===== src/design/cplps_pkg.sv =====
// package: constants and types for the cpu low-power state controller
package cplps_pkg;
  localparam int CLK_PERIOD_NS = 8;
  // stop-grant entry delay after the acknowledge response phase, in bus clocks
  localparam int GRANT_CLKS = 20;
  // loop relock after deep-sleep exit; least time, rounded up
  localparam int RELOCK_US = 30;
  localparam int RELOCK_CYC = (RELOCK_US * 1000 + CLK_PERIOD_NS - 1) / CLK_PERIOD_NS;
  // core unavailable while the loop relocks; longest time, rounded down
  localparam int OP_LOCK_US = 10;
  localparam int OP_LOCK_CYC = (OP_LOCK_US * 1000) / CLK_PERIOD_NS;
  localparam int THERM_WAIT_US = 1000;
  localparam int THERM_WAIT_CYC = (THERM_WAIT_US * 1000) / CLK_PERIOD_NS;
  localparam int TMR_W = 12;
  localparam int THW_W = 24;
  localparam int VID_W = 6;
  localparam int RATIO_W = 6;
  localparam int ADDR_W = 4;
  localparam logic [ADDR_W-1:0] REG_OP_TARGET = 4'h0;
  localparam logic [ADDR_W-1:0] REG_THERM_POINT = 4'h4;
  localparam logic [ADDR_W-1:0] REG_STATUS = 4'h8;
  localparam int F_VID_LSB = 0;
  localparam int F_RATIO_LSB = 8;
  localparam int ST_STATE_LSB = 0;
  localparam int ST_BUSY = 4;
  localparam int ST_THROT = 5;
  localparam int ST_PBE = 6;
  localparam int ST_VID_LSB = 8;
  localparam int ST_RATIO_LSB = 16;
  localparam logic [VID_W-1:0] RST_VID = 6'h20;
  localparam logic [RATIO_W-1:0] RST_RATIO = 6'h06;
  localparam int EVT_SMI = 0;
  localparam int EVT_INIT = 1;
  localparam int EVT_LINT0 = 2;
  localparam int EVT_LINT1 = 3;
  localparam int EVT_BUS = 4;
  localparam int EVT_W = 5;
  typedef enum logic [3:0] {
    LP_NORMAL, LP_IDLE, LP_ACK_WAIT, LP_GRANT_CNT, LP_STOP_GRANT,
    LP_SNOOP, LP_SLEEP, LP_DEEP, LP_DEEPER, LP_RELOCK
  } cplps_lp_t;
  typedef enum logic [1:0] {OP_IDLE, OP_LOCK, OP_FINISH} cplps_op_t;
endpackage : cplps_pkg


===== src/design/cplps_ctrl.sv =====
// cpu low-power state controller with operating-point and thermal sequencing
// Summary of operation
// RULE1: idle instruction enters idle powerdown; smi, init, local or bus irq wakes.
// RULE2: stop-clock asserted then released in idle powerdown resumes idle powerdown.
// RULE3: stop-clock issues acknowledge cycle; stop-grant 20 clocks after its response.
// RULE4: system leaves bus pins undriven and inputs inactive during stop-grant.
// RULE5: reset in stop-grant reinitialises but stays; stop-clock release returns Normal.
// RULE6: reset in idle powerdown starts initialisation at once.
// RULE7: system releases stop-clock at least ten clocks after releasing sleep.
// RULE8: snoop or irq in stop-grant or idle enters snoop-service, then returns. An irq in idle wakes straight to Normal instead.
// RULE9: stop-grant latches events, serviced once each after returning to Normal.
// RULE10: pending-break asserted in stop-grant when any irq is latched, mask ignored.
// RULE11: system answers pending-break by releasing stop-clock.
// RULE12: sleep entered only from stop-grant on sleep request; context kept.
// RULE13: system asserts sleep request only while device is in stop-grant.
// RULE14: system keeps bus quiet in sleep except sleep, deep-sleep, reset.
// RULE15: sleep states neither answer snoops nor latch interrupts.
// RULE16: reset in sleep resets directly, skipping stop-grant; system drops requests.
// RULE17: deep-sleep request in sleep enters deep sleep; release walks back up.
// RULE18: platform stops bus clock with deep-sleep and restarts it on exit.
// RULE19: 30 us relock after deep-sleep release before counting as sleep.
// RULE20: upward change drives voltage code first; downward relocks first.
// RULE21: software change accepted anytime, deferred while a transition runs.
// RULE22: bus-not-ready blocks snoops for the 10 us relock.
// RULE23: overheat moves to programmed low point, waits, returns when cooled.
// RULE24: interrupt raised on every thermal down and up transition.
// RULE25: power-status asserted in deep or deeper sleep, released on exit.
// RULE26: stop-clock, sleep and deep-sleep requests synchronised before use.
// RULE27: current low-power state exposed as an encoded status output.
//
// The register offsets and the address-and-strobe port were left to the implementer.
`timescale 1ns/10ps
`default_nettype none
module cplps_ctrl #(
  parameter int THERM_WAIT = cplps_pkg::THERM_WAIT_CYC
) (
  input wire logic sys_clk_i, // bus clock
  input wire logic resetn_i, // async reset, active low
  input wire logic cpu_reset_n_i, // device reset pin, active low
  input wire logic stop_clock_req_n_i, // stop-clock request
  input wire logic sleep_req_n_i, // sleep request
  input wire logic deep_sleep_req_n_i, // deep-sleep request
  input wire logic deeper_volt_i, // platform lowered core voltage
  input wire logic halt_exec_i, // idle instruction executed
  input wire logic sys_mgmt_irq_n_i, // system-management interrupt
  input wire logic init_req_n_i, // init request
  input wire logic [1:0] local_irq_lines_i, // local interrupt lines
  input wire logic bus_irq_msg_i, // interrupt message on bus
  input wire logic snoop_req_i, // snoop seen on bus
  input wire logic snoop_done_i, // snoop serviced by any agent
  input wire logic ack_resp_done_i, // acknowledge cycle response done
  input wire logic thermal_hot_i, // die too hot
  input wire logic [cplps_pkg::ADDR_W-1:0] reg_addr_i, // register address
  input wire logic [31:0] reg_wdata_i, // register write data
  input wire logic reg_wr_i, // write strobe
  input wire logic reg_rd_i, // read strobe
  output logic [31:0] reg_rdata_o, // read data, cycle after strobe
  output logic ack_cycle_o, // issue acknowledge special cycle
  output logic core_init_o, // start core initialisation
  output logic [cplps_pkg::EVT_W-1:0] evt_service_o, // latched events to service
  output logic pending_break_n_o, // pending interrupt in stop-grant
  output logic power_status_n_o, // deep or deeper sleep
  output logic bus_not_ready_n_o, // block snoops
  output logic [cplps_pkg::VID_W-1:0] voltage_id_code_o, // voltage code
  output logic [cplps_pkg::RATIO_W-1:0] core_ratio_o, // loop ratio
  output logic thermal_irq_o, // thermal transition interrupt
  output logic [3:0] lp_state_o // encoded low-power state
);
  import cplps_pkg::*;

  typedef struct packed {
    logic stop_m;
    logic stop_s;
    logic slp_m;
    logic slp_s;
    logic dps_m;
    logic dps_s;
    cplps_lp_t st;
    logic halted;
    logic snoop_ret_idle;
    logic snoop_irq;
    logic [TMR_W-1:0] cnt;
    logic [EVT_W-1:0] pend;
    logic [EVT_W-1:0] svc;
    logic ack_cycle;
    logic core_init;
    logic pbe_n;
    logic psi_n;
    cplps_op_t op;
    logic op_up;
    logic sw_pend;
    logic [VID_W-1:0] tgt_vid;
    logic [VID_W-1:0] cur_vid;
    logic [VID_W-1:0] th_vid;
    logic [VID_W-1:0] prev_vid;
    logic [VID_W-1:0] mv_vid;
    logic [RATIO_W-1:0] tgt_ratio;
    logic [RATIO_W-1:0] cur_ratio;
    logic [RATIO_W-1:0] th_ratio;
    logic [RATIO_W-1:0] prev_ratio;
    logic [RATIO_W-1:0] mv_ratio;
    logic [TMR_W-1:0] op_cnt;
    logic throttled;
    logic th_waiting;
    logic [THW_W-1:0] th_cnt;
    logic th_irq;
    logic bnr_n;
    logic [31:0] rdata;
  } cplps_state_t;

  cplps_state_t r;
  cplps_state_t n;

  logic core_rst;
  logic [EVT_W-1:0] ev;
  assign core_rst = !cpu_reset_n_i;
  assign ev = {bus_irq_msg_i, local_irq_lines_i, !init_req_n_i, !sys_mgmt_irq_n_i};

  // leaving stop-grant: back to idle powerdown unless events wait for service
  function automatic logic go_idle(input cplps_state_t s, input logic [EVT_W-1:0] p);
    go_idle = s.halted && (p == '0);
  endfunction : go_idle

  always_comb
  begin
    logic [EVT_W-1:0] pl;
    logic go;
    logic [VID_W-1:0] dv;
    logic [RATIO_W-1:0] dr;
    pl = r.pend;
    go = 1'b0;
    dv = r.tgt_vid;
    dr = r.tgt_ratio;
    n = r;
    n.ack_cycle = 1'b0;
    n.core_init = 1'b0;
    n.svc = '0;
    n.th_irq = 1'b0;
    n.rdata = '0;
    n.stop_m = !stop_clock_req_n_i; // [RULE26]
    n.stop_s = r.stop_m;
    n.slp_m = !sleep_req_n_i;
    n.slp_s = r.slp_m;
    n.dps_m = !deep_sleep_req_n_i;
    n.dps_s = r.dps_m;
    // events are only held while stop-granting or in snoop service; sleep states drop them
    if (r.st == LP_ACK_WAIT || r.st == LP_GRANT_CNT || r.st == LP_STOP_GRANT || r.st == LP_SNOOP) // [RULE15]
    begin
      pl = r.pend | ev; // [RULE9]
    end
    n.pend = pl;
    case (r.st)
      LP_NORMAL:
      begin
        if (core_rst)
          n.core_init = 1'b1;
        else if (r.stop_s)
        begin
          n.st = LP_ACK_WAIT; // [RULE3]
          n.ack_cycle = 1'b1;
        end
        else if (halt_exec_i)
        begin
          n.st = LP_IDLE; // [RULE1]
          n.halted = 1'b1;
        end
      end
      LP_IDLE:
      begin
        if (core_rst)
        begin
          n.st = LP_NORMAL; // [RULE6]
          n.halted = 1'b0;
          n.core_init = 1'b1;
        end
        else if (ev != '0)
        begin
          n.st = LP_NORMAL; // [RULE1]
          n.halted = 1'b0;
          n.svc = ev;
        end
        else if (r.stop_s)
        begin
          n.st = LP_ACK_WAIT;
          n.ack_cycle = 1'b1;
        end
        else if (snoop_req_i)
        begin
          n.st = LP_SNOOP; // [RULE8]
          n.snoop_ret_idle = 1'b1;
          n.snoop_irq = 1'b0;
        end
      end
      LP_ACK_WAIT, LP_GRANT_CNT, LP_STOP_GRANT:
      begin
        if (core_rst && r.st == LP_STOP_GRANT)
        begin
          n.core_init = 1'b1; // [RULE5]
          n.pend = '0;
          n.halted = 1'b0;
        end
        else if (!r.stop_s)
        begin
          // halted core resumes halted unless events are pending; pending events go out on return to Normal
          n.st = go_idle(r, pl) ? LP_IDLE : LP_NORMAL; // [RULE2] [RULE5]
          n.halted = go_idle(r, pl);
          n.svc = pl; // [RULE9]
          n.pend = '0;
        end
        else if (r.st == LP_ACK_WAIT)
        begin
          n.core_init = core_rst;
          if (ack_resp_done_i)
          begin
            n.st = LP_GRANT_CNT;
            n.cnt = '0;
          end
        end
        else if (r.st == LP_GRANT_CNT)
        begin
          n.core_init = core_rst;
          if (r.cnt == TMR_W'(GRANT_CLKS - 2))
            n.st = LP_STOP_GRANT; // [RULE3]
          else
            n.cnt = r.cnt + 1'b1;
        end
        else if (r.slp_s)
          n.st = LP_SLEEP; // [RULE12]
        else if (snoop_req_i || bus_irq_msg_i)
        begin
          n.st = LP_SNOOP; // [RULE8]
          n.snoop_ret_idle = 1'b0;
          n.snoop_irq = bus_irq_msg_i;
        end
      end
      LP_SNOOP:
      begin
        if (snoop_done_i || r.snoop_irq)
        begin
          if (!r.snoop_ret_idle)
            n.st = LP_STOP_GRANT; // [RULE8]
          else if (pl != '0)
          begin
            n.st = LP_NORMAL;
            n.halted = 1'b0;
            n.svc = pl;
            n.pend = '0;
          end
          else
            n.st = LP_IDLE;
        end
      end
      LP_SLEEP, LP_DEEP, LP_DEEPER, LP_RELOCK:
      begin
        if (core_rst)
        begin
          // reset straight out of sleep, no stop-grant pass
          n.st = LP_NORMAL; // [RULE16]
          n.halted = 1'b0;
          n.pend = '0;
          n.core_init = 1'b1;
        end
        else if (r.st == LP_SLEEP)
        begin
          if (r.dps_s)
            n.st = LP_DEEP; // [RULE17]
          else if (!r.slp_s)
            n.st = LP_STOP_GRANT; // [RULE17]
        end
        else if (r.st == LP_RELOCK)
        begin
          if (r.dps_s)
            n.st = LP_DEEP;
          else if (r.cnt == TMR_W'(RELOCK_CYC - 1))
            n.st = LP_SLEEP; // [RULE19]
          else
            n.cnt = r.cnt + 1'b1;
        end
        else if (!r.dps_s)
        begin
          n.st = LP_RELOCK; // [RULE19]
          n.cnt = '0;
        end
        else
          n.st = deeper_volt_i ? LP_DEEPER : LP_DEEP;
      end
      default:
        n.st = LP_NORMAL;
    endcase
    // interrupt-enable mask deliberately not consulted here
    n.pbe_n = !((n.st == LP_STOP_GRANT || n.st == LP_SNOOP) && n.pend != '0); // [RULE10]
    n.psi_n = !(n.st == LP_DEEP || n.st == LP_DEEPER); // [RULE25]

    // operating-point sequencer
    case (r.op)
      OP_IDLE:
      begin
        if (r.th_waiting)
        begin
          if (r.th_cnt != '0)
            n.th_cnt = r.th_cnt - 1'b1;
          else if (thermal_hot_i)
            n.th_cnt = THW_W'(THERM_WAIT - 1);
          else
          begin
            go = 1'b1; // [RULE23]
            dv = r.prev_vid;
            dr = r.prev_ratio;
            n.throttled = 1'b0;
            n.th_waiting = 1'b0;
            n.th_irq = 1'b1; // [RULE24]
          end
        end
        else if (thermal_hot_i && !r.throttled)
        begin
          go = 1'b1; // [RULE23]
          dv = r.th_vid;
          dr = r.th_ratio;
          n.prev_vid = r.cur_vid;
          n.prev_ratio = r.cur_ratio;
          n.throttled = 1'b1;
          n.th_irq = 1'b1; // [RULE24]
        end
        else if (r.sw_pend && !r.throttled)
        begin
          go = 1'b1; // [RULE21]
          n.sw_pend = 1'b0;
        end
        if (go)
        begin
          n.op = OP_LOCK;
          n.op_up = dr > r.cur_ratio;
          n.mv_vid = dv;
          n.mv_ratio = dr;
          n.op_cnt = TMR_W'(OP_LOCK_CYC - 1);
          if (dr > r.cur_ratio)
            n.cur_vid = dv; // [RULE20]
        end
      end
      OP_LOCK:
      begin
        if (r.op_cnt == '0)
        begin
          n.cur_ratio = r.mv_ratio;
          n.op = OP_FINISH;
        end
        else
          n.op_cnt = r.op_cnt - 1'b1;
      end
      OP_FINISH:
      begin
        if (!r.op_up)
          n.cur_vid = r.mv_vid; // [RULE20]
        n.op = OP_IDLE;
        if (r.throttled)
        begin
          n.th_waiting = 1'b1;
          n.th_cnt = THW_W'(THERM_WAIT - 1);
        end
      end
      default:
        n.op = OP_IDLE;
    endcase
    n.bnr_n = (n.op != OP_LOCK); // [RULE22]

    // a write after a start re-arms the request, so it is never lost
    if (reg_wr_i && reg_addr_i == REG_OP_TARGET)
    begin
      n.tgt_vid = reg_wdata_i[F_VID_LSB +: VID_W];
      n.tgt_ratio = reg_wdata_i[F_RATIO_LSB +: RATIO_W];
      n.sw_pend = 1'b1; // [RULE21]
    end
    if (reg_wr_i && reg_addr_i == REG_THERM_POINT)
    begin
      n.th_vid = reg_wdata_i[F_VID_LSB +: VID_W];
      n.th_ratio = reg_wdata_i[F_RATIO_LSB +: RATIO_W];
    end
    if (reg_rd_i)
    begin
      case (reg_addr_i)
        REG_OP_TARGET:
        begin
          n.rdata[F_VID_LSB +: VID_W] = r.tgt_vid;
          n.rdata[F_RATIO_LSB +: RATIO_W] = r.tgt_ratio;
        end
        REG_THERM_POINT:
        begin
          n.rdata[F_VID_LSB +: VID_W] = r.th_vid;
          n.rdata[F_RATIO_LSB +: RATIO_W] = r.th_ratio;
        end
        REG_STATUS:
        begin
          n.rdata[ST_STATE_LSB +: 4] = r.st;
          n.rdata[ST_BUSY] = (r.op != OP_IDLE) || r.sw_pend;
          n.rdata[ST_THROT] = r.throttled;
          n.rdata[ST_PBE] = !r.pbe_n;
          n.rdata[ST_VID_LSB +: VID_W] = r.cur_vid;
          n.rdata[ST_RATIO_LSB +: RATIO_W] = r.cur_ratio;
        end
        default:
          n.rdata = '0;
      endcase
    end
  end

  always_ff @(posedge sys_clk_i or negedge resetn_i)
  begin
    if (!resetn_i)
    begin
      r <= '0;
      r.pbe_n <= 1'b1;
      r.psi_n <= 1'b1;
      r.bnr_n <= 1'b1;
      r.cur_vid <= RST_VID;
      r.cur_ratio <= RST_RATIO;
      r.tgt_vid <= RST_VID;
      r.tgt_ratio <= RST_RATIO;
    end
    else
      r <= n;
  end

  assign reg_rdata_o = r.rdata;
  assign ack_cycle_o = r.ack_cycle;
  assign core_init_o = r.core_init;
  assign evt_service_o = r.svc;
  assign pending_break_n_o = r.pbe_n;
  assign power_status_n_o = r.psi_n;
  assign bus_not_ready_n_o = r.bnr_n;
  assign voltage_id_code_o = r.cur_vid;
  assign core_ratio_o = r.cur_ratio;
  assign thermal_irq_o = r.th_irq;
  assign lp_state_o = r.st; // [RULE27]
endmodule : cplps_ctrl
`default_nettype wire


===== config.mk =====
export PLATFORM = sky130hd
export DESIGN_NAME = cplps_ctrl
export DESIGN_NICKNAME = d
export VERILOG_FILES = /design/src/design/cplps_pkg.sv /design/src/design/cplps_ctrl.sv
export SDC_FILE = /design/constraint.sdc
export NUM_CORES = 1
export LEC_CHECK = 0
export BUFFER_PORTS_ARGS = -buffer_cell sky130_fd_sc_hd__buf_2
export CAP_MARGIN = 15
export CELL_PAD_IN_SITES_DETAIL_PLACEMENT = 1
export CELL_PAD_IN_SITES_GLOBAL_PLACEMENT = 1
export CORE_UTILIZATION = 48
export CTS_CLUSTER_SIZE = 16
export DETAILED_ROUTE_END_ITERATION = 10
export PLACE_DENSITY_LB_ADDON = 0.1
export SLEW_MARGIN = 20
export SYNTH_ARGS = -nofsm -noshare
export SYNTH_HDL_FRONTEND = slang
export SYNTH_SLANG_ARGS = --single-unit

===== constraint.sdc =====
create_clock -name sys_clk_i -period 6 [get_ports sys_clk_i]
set_input_delay 1.2 -clock sys_clk_i [delete_from_list [all_inputs] [get_ports sys_clk_i]]
set_output_delay 1.2 -clock sys_clk_i [all_outputs]
set_load 0.01 [all_outputs]

==> impl_metrics.json <==
{
  "outcome": "complete, no violations",
  "synth_cell_type_count": 70,
  "p_switching_uw": 840.4,
  "worst_slack_ns": 1.598,
  "pre_cts_ws_ns": 1.430,
  "rsz0062_at_grt": "false",
  "critical_path_required_ns": 6.32,
  "numCtsBuffers": 17,
  "grt_max_degree": 109,
  "setup_viol_count_final": 0,
  "drive_above_1_share_pct": 21.56,
  "grtUsageMet3_pct": 4.724,
  "grt-busiest-layer": "met2",
  "clock_path_buffers": 2,
  "grtUsageMet1_pct": 35.09,
  "startpoint": "r[36]",
  "drv_slew": 0,
  "powerDensity_mw_per_mm2": 297.8,
  "synthToLayoutAreaGrowth_pct": 10.52,
  "wl_um": 22700,
  "max_slew_margin_pct": 37.55,
  "synth-xor-area-share_pct": 1.776,
  "intPower_mw": 1.919,
  "syn_inst": 850,
  "seq_area_frac_synth_pct": 48.50,
  "nets": 948,
  "r2r-start": "r[36]",
  "root_buffer": "clkbuf_16",
  "period_minus_slack_ns": 4.402,
  "nFillCells": 1904,
  "critical_path_class": "reg2reg",
  "die_w_um": 134.1,
  "drt_iter0_drc": 378,
  "seqPwrFrac_pct": 48.4,
  "tightestPinTransition_ns": 0.9367,
  "grt_pass1_vias": 7227,
  "io_buffers": 80,
  "clk_latency_ns": 0.44,
  "rows": 47,
  "die_h_um": 134.1,
  "fmax_ghz": 0.2272,
  "hold_depth": 0,
  "timing.setup.tns_ns": 0,
  "place_congestion": 0.8504,
  "core_area_mm2": 0.01682,
  "finClkSkew_ns": 0.01105,
  "postRouteAntennaNets": 0,
  "reg2reg_to": "voltage_id_code_o[3]",
  "synth-edff-count": 0,
  "cts_tree": "done",
  "final-hold-violation-count": 0,
  "dr.pass1.iters": 8,
  "r2r_setup_slack_ns": 1.60,
  "ys_seq_elements": 162,
  "synth_compound_area_share_pct": 17.41,
  "pin_count": 114,
  "wire_per_inst_um": 20.36,
  "path_clk_slew_ns": 0.07,
  "synth_area_leaders": "dfrtp_1 46%, mux2_2 5.8%, buf_4 4.8%, nor2_1 3.9%, o21ai_0 3.2%",
  "synth-main-ff-cell": "dfrtp_1",
  "dp_hpwl_um": 15460,
  "start_util_pct": 49.84,
  "peakVddDrop_mv": 0.2175,
  "cp-end-kind": "flip-flop",
  "ctsResizeCount": 0,
  "synth_top_family_by_area": "compound AO/OA/AOI/OAI gates",
  "crit_arrival_ns": 4.72,
  "pwr-share-clk_pct": 38.9,
  "drv_cap": 0,
  "synth_warnings": 0,
  "synth_top_area_share_pct": 45.68,
  "fin_crit_sh_pct": 73.37,
  "final_common_cell": "dfrtp_1",
  "die_area_mm2": 0.01799,
  "holdPathEnd": "r[173]",
  "hp-class": "reg2reg",
  "clock-sinks": 162,
  "cts_setup_buffers": 0,
  "via_per_inst": 6.055,
  "synthArstFlopShare_pct": 100.0,
  "ctsHoldBuffers": 0,
  "worst-path-max-fanout": 18,
  "drc": 0,
  "grt_use_met2_pct": 45.51,
  "antenna_cells": 0,
  "synth_fa_ha_area_share_pct": 1.642,
  "track_usage_pct": 26.91,
  "swShare_pct": 30.46,
  "grt-ovfl-total": 0,
  "synth_top_cell_by_area": "dfrtp_1",
  "cp-start-kind": "flip-flop",
  "min_from": "n[173]",
  "reg2reg_depth": 13,
  "cts.htree.levels": 4,
  "grt_first_pass_wirelength_um": 37890,
  "synth-simple-area-share_pct": 17.08,
  "pwr-share-comb_pct": 12.8,
  "p_leak_nw": 4.071,
  "route.vias.total": 6751,
  "total_power_mw": 2.759,
  "avgSynthCellArea_um2": 9.861,
  "antenna_found_initial": 0,
  "synthesis.area_mm2": 0.008382,
  "final_cell_mix": "153 x dfrtp_1, 85 x nor2_1, 79 x buf_2",
  "synthMuxAreaShare_pct": 5.896
}
## cells by family after synthesis
kind of cell             Yosys count
multiplexers                      44
buffers and inverters            116
flip-flops                       162
adder cells (fa/ha/maj)           11
other                              1
XOR/XNOR                          17
AO/OA/AOI/OAI                    215
AND/OR/NAND/NOR                  284
## cell type report
cell class / count / area (um2) / share of cell area, %
clock buffers: 17 / 425.4 / 4.592
clock inverters: 15 / 160.2 / 1.729
inverters: 28 / 105.1 / 1.135
multi-input cells: 584 / 3756 / 40.55
flip-flops and latches: 162 / 4065 / 43.88
well taps: 220 / 275.3 / 2.971
repair buffers: 89 / 476.7 / 5.146
## power groups by stage
| stage | sequential, mW | clock, mW | combinational [mW] |
|---|---|---|---|
| floorplan | 1.30 | 0 | 0.258 |
| global placement | 1.34 | 0 | 0.319 |
| detailed placement | 1.35 | 0 | 0.348 |
| global route | 1.35 | 1.14 | 0.397 |
| CTS | 1.33 | 1.09 | 0.356 |
| finish | 1.33 | 1.07 | 0.352 |
## worst max path at each step
stage                                 to  slack, ns  depth (start not counted)
floorplan           voltage_id_code_o[0]       2.32                         12
global placement    voltage_id_code_o[1]       1.53                         14
detailed placement  voltage_id_code_o[1]       1.43                         14
CTS                 voltage_id_code_o[3]       1.49                         13
global route        voltage_id_code_o[3]       1.29                         13
finish              voltage_id_code_o[3]       1.60                         13
## through the flow
stage	hold WS [ns]	utilization, %	cell area [um2]	std cells
after floorplan	0.3312	-	8427	862
after global placement	0.3342	51.51	8663	1083
after detailed placement	0.3464	51.51	8663	1083
after CTS	0.3620	54.99	9249	1115
after global routing	0.3865	55.08	9264	1115
final	0.3662	55.08	9264	1115
## synth_stat cells (all sizes together), types with 10 or more instances
cell type	instances
nand2b	13
dfrtp	153
nor2	87
nor3	19
inv	28
ha	11
xor2	13
buf	61
o21ai	63
mux2	43
nand2	67
nor4	14
nor2b	12
a21oi	41
o31ai	12
clkbuf	27
nand3	14
or4	10
a222oi	11
## metal layers
metal,up-vias,part of all wire (%)
met4,0,1.7
met2,176,50
li1,3090,-
met3,32,4.5
met5,-,0
met1,3453,44
## critical path, stage by stage (launching register included)
cell,delay [ns]
dfrtp_1,0.44
nor4_1,0.73
nand3_1,0.41
nor3_4,0.24
buf_4,0.29
nor2_2,0.21
a21o_1,0.27
ha_1,0.34
nor2b_1,0.16
o21a_1,0.11
o21ai_0,0.08
a211o_1,0.33
a22oi_4,0.28
mux2_2,0.38
## registers in the layout, summed over array words and instances (netlist names)
| name | count |
|---|---|
| r | 113 |
| reg_rdata_o | 19 |
| core_ratio_o | 6 |
| voltage_id_code_o | 6 |
| evt_service_o | 5 |
| lp_state_o | 4 |
| n | 3 |
| ack_cycle_o | 1 |
| bus_not_ready_n_o | 1 |
| core_init_o | 1 |
| pending_break_n_o | 1 |
| power_status_n_o | 1 |
| thermal_irq_o | 1 |
(Power assumes the default switching activity.)
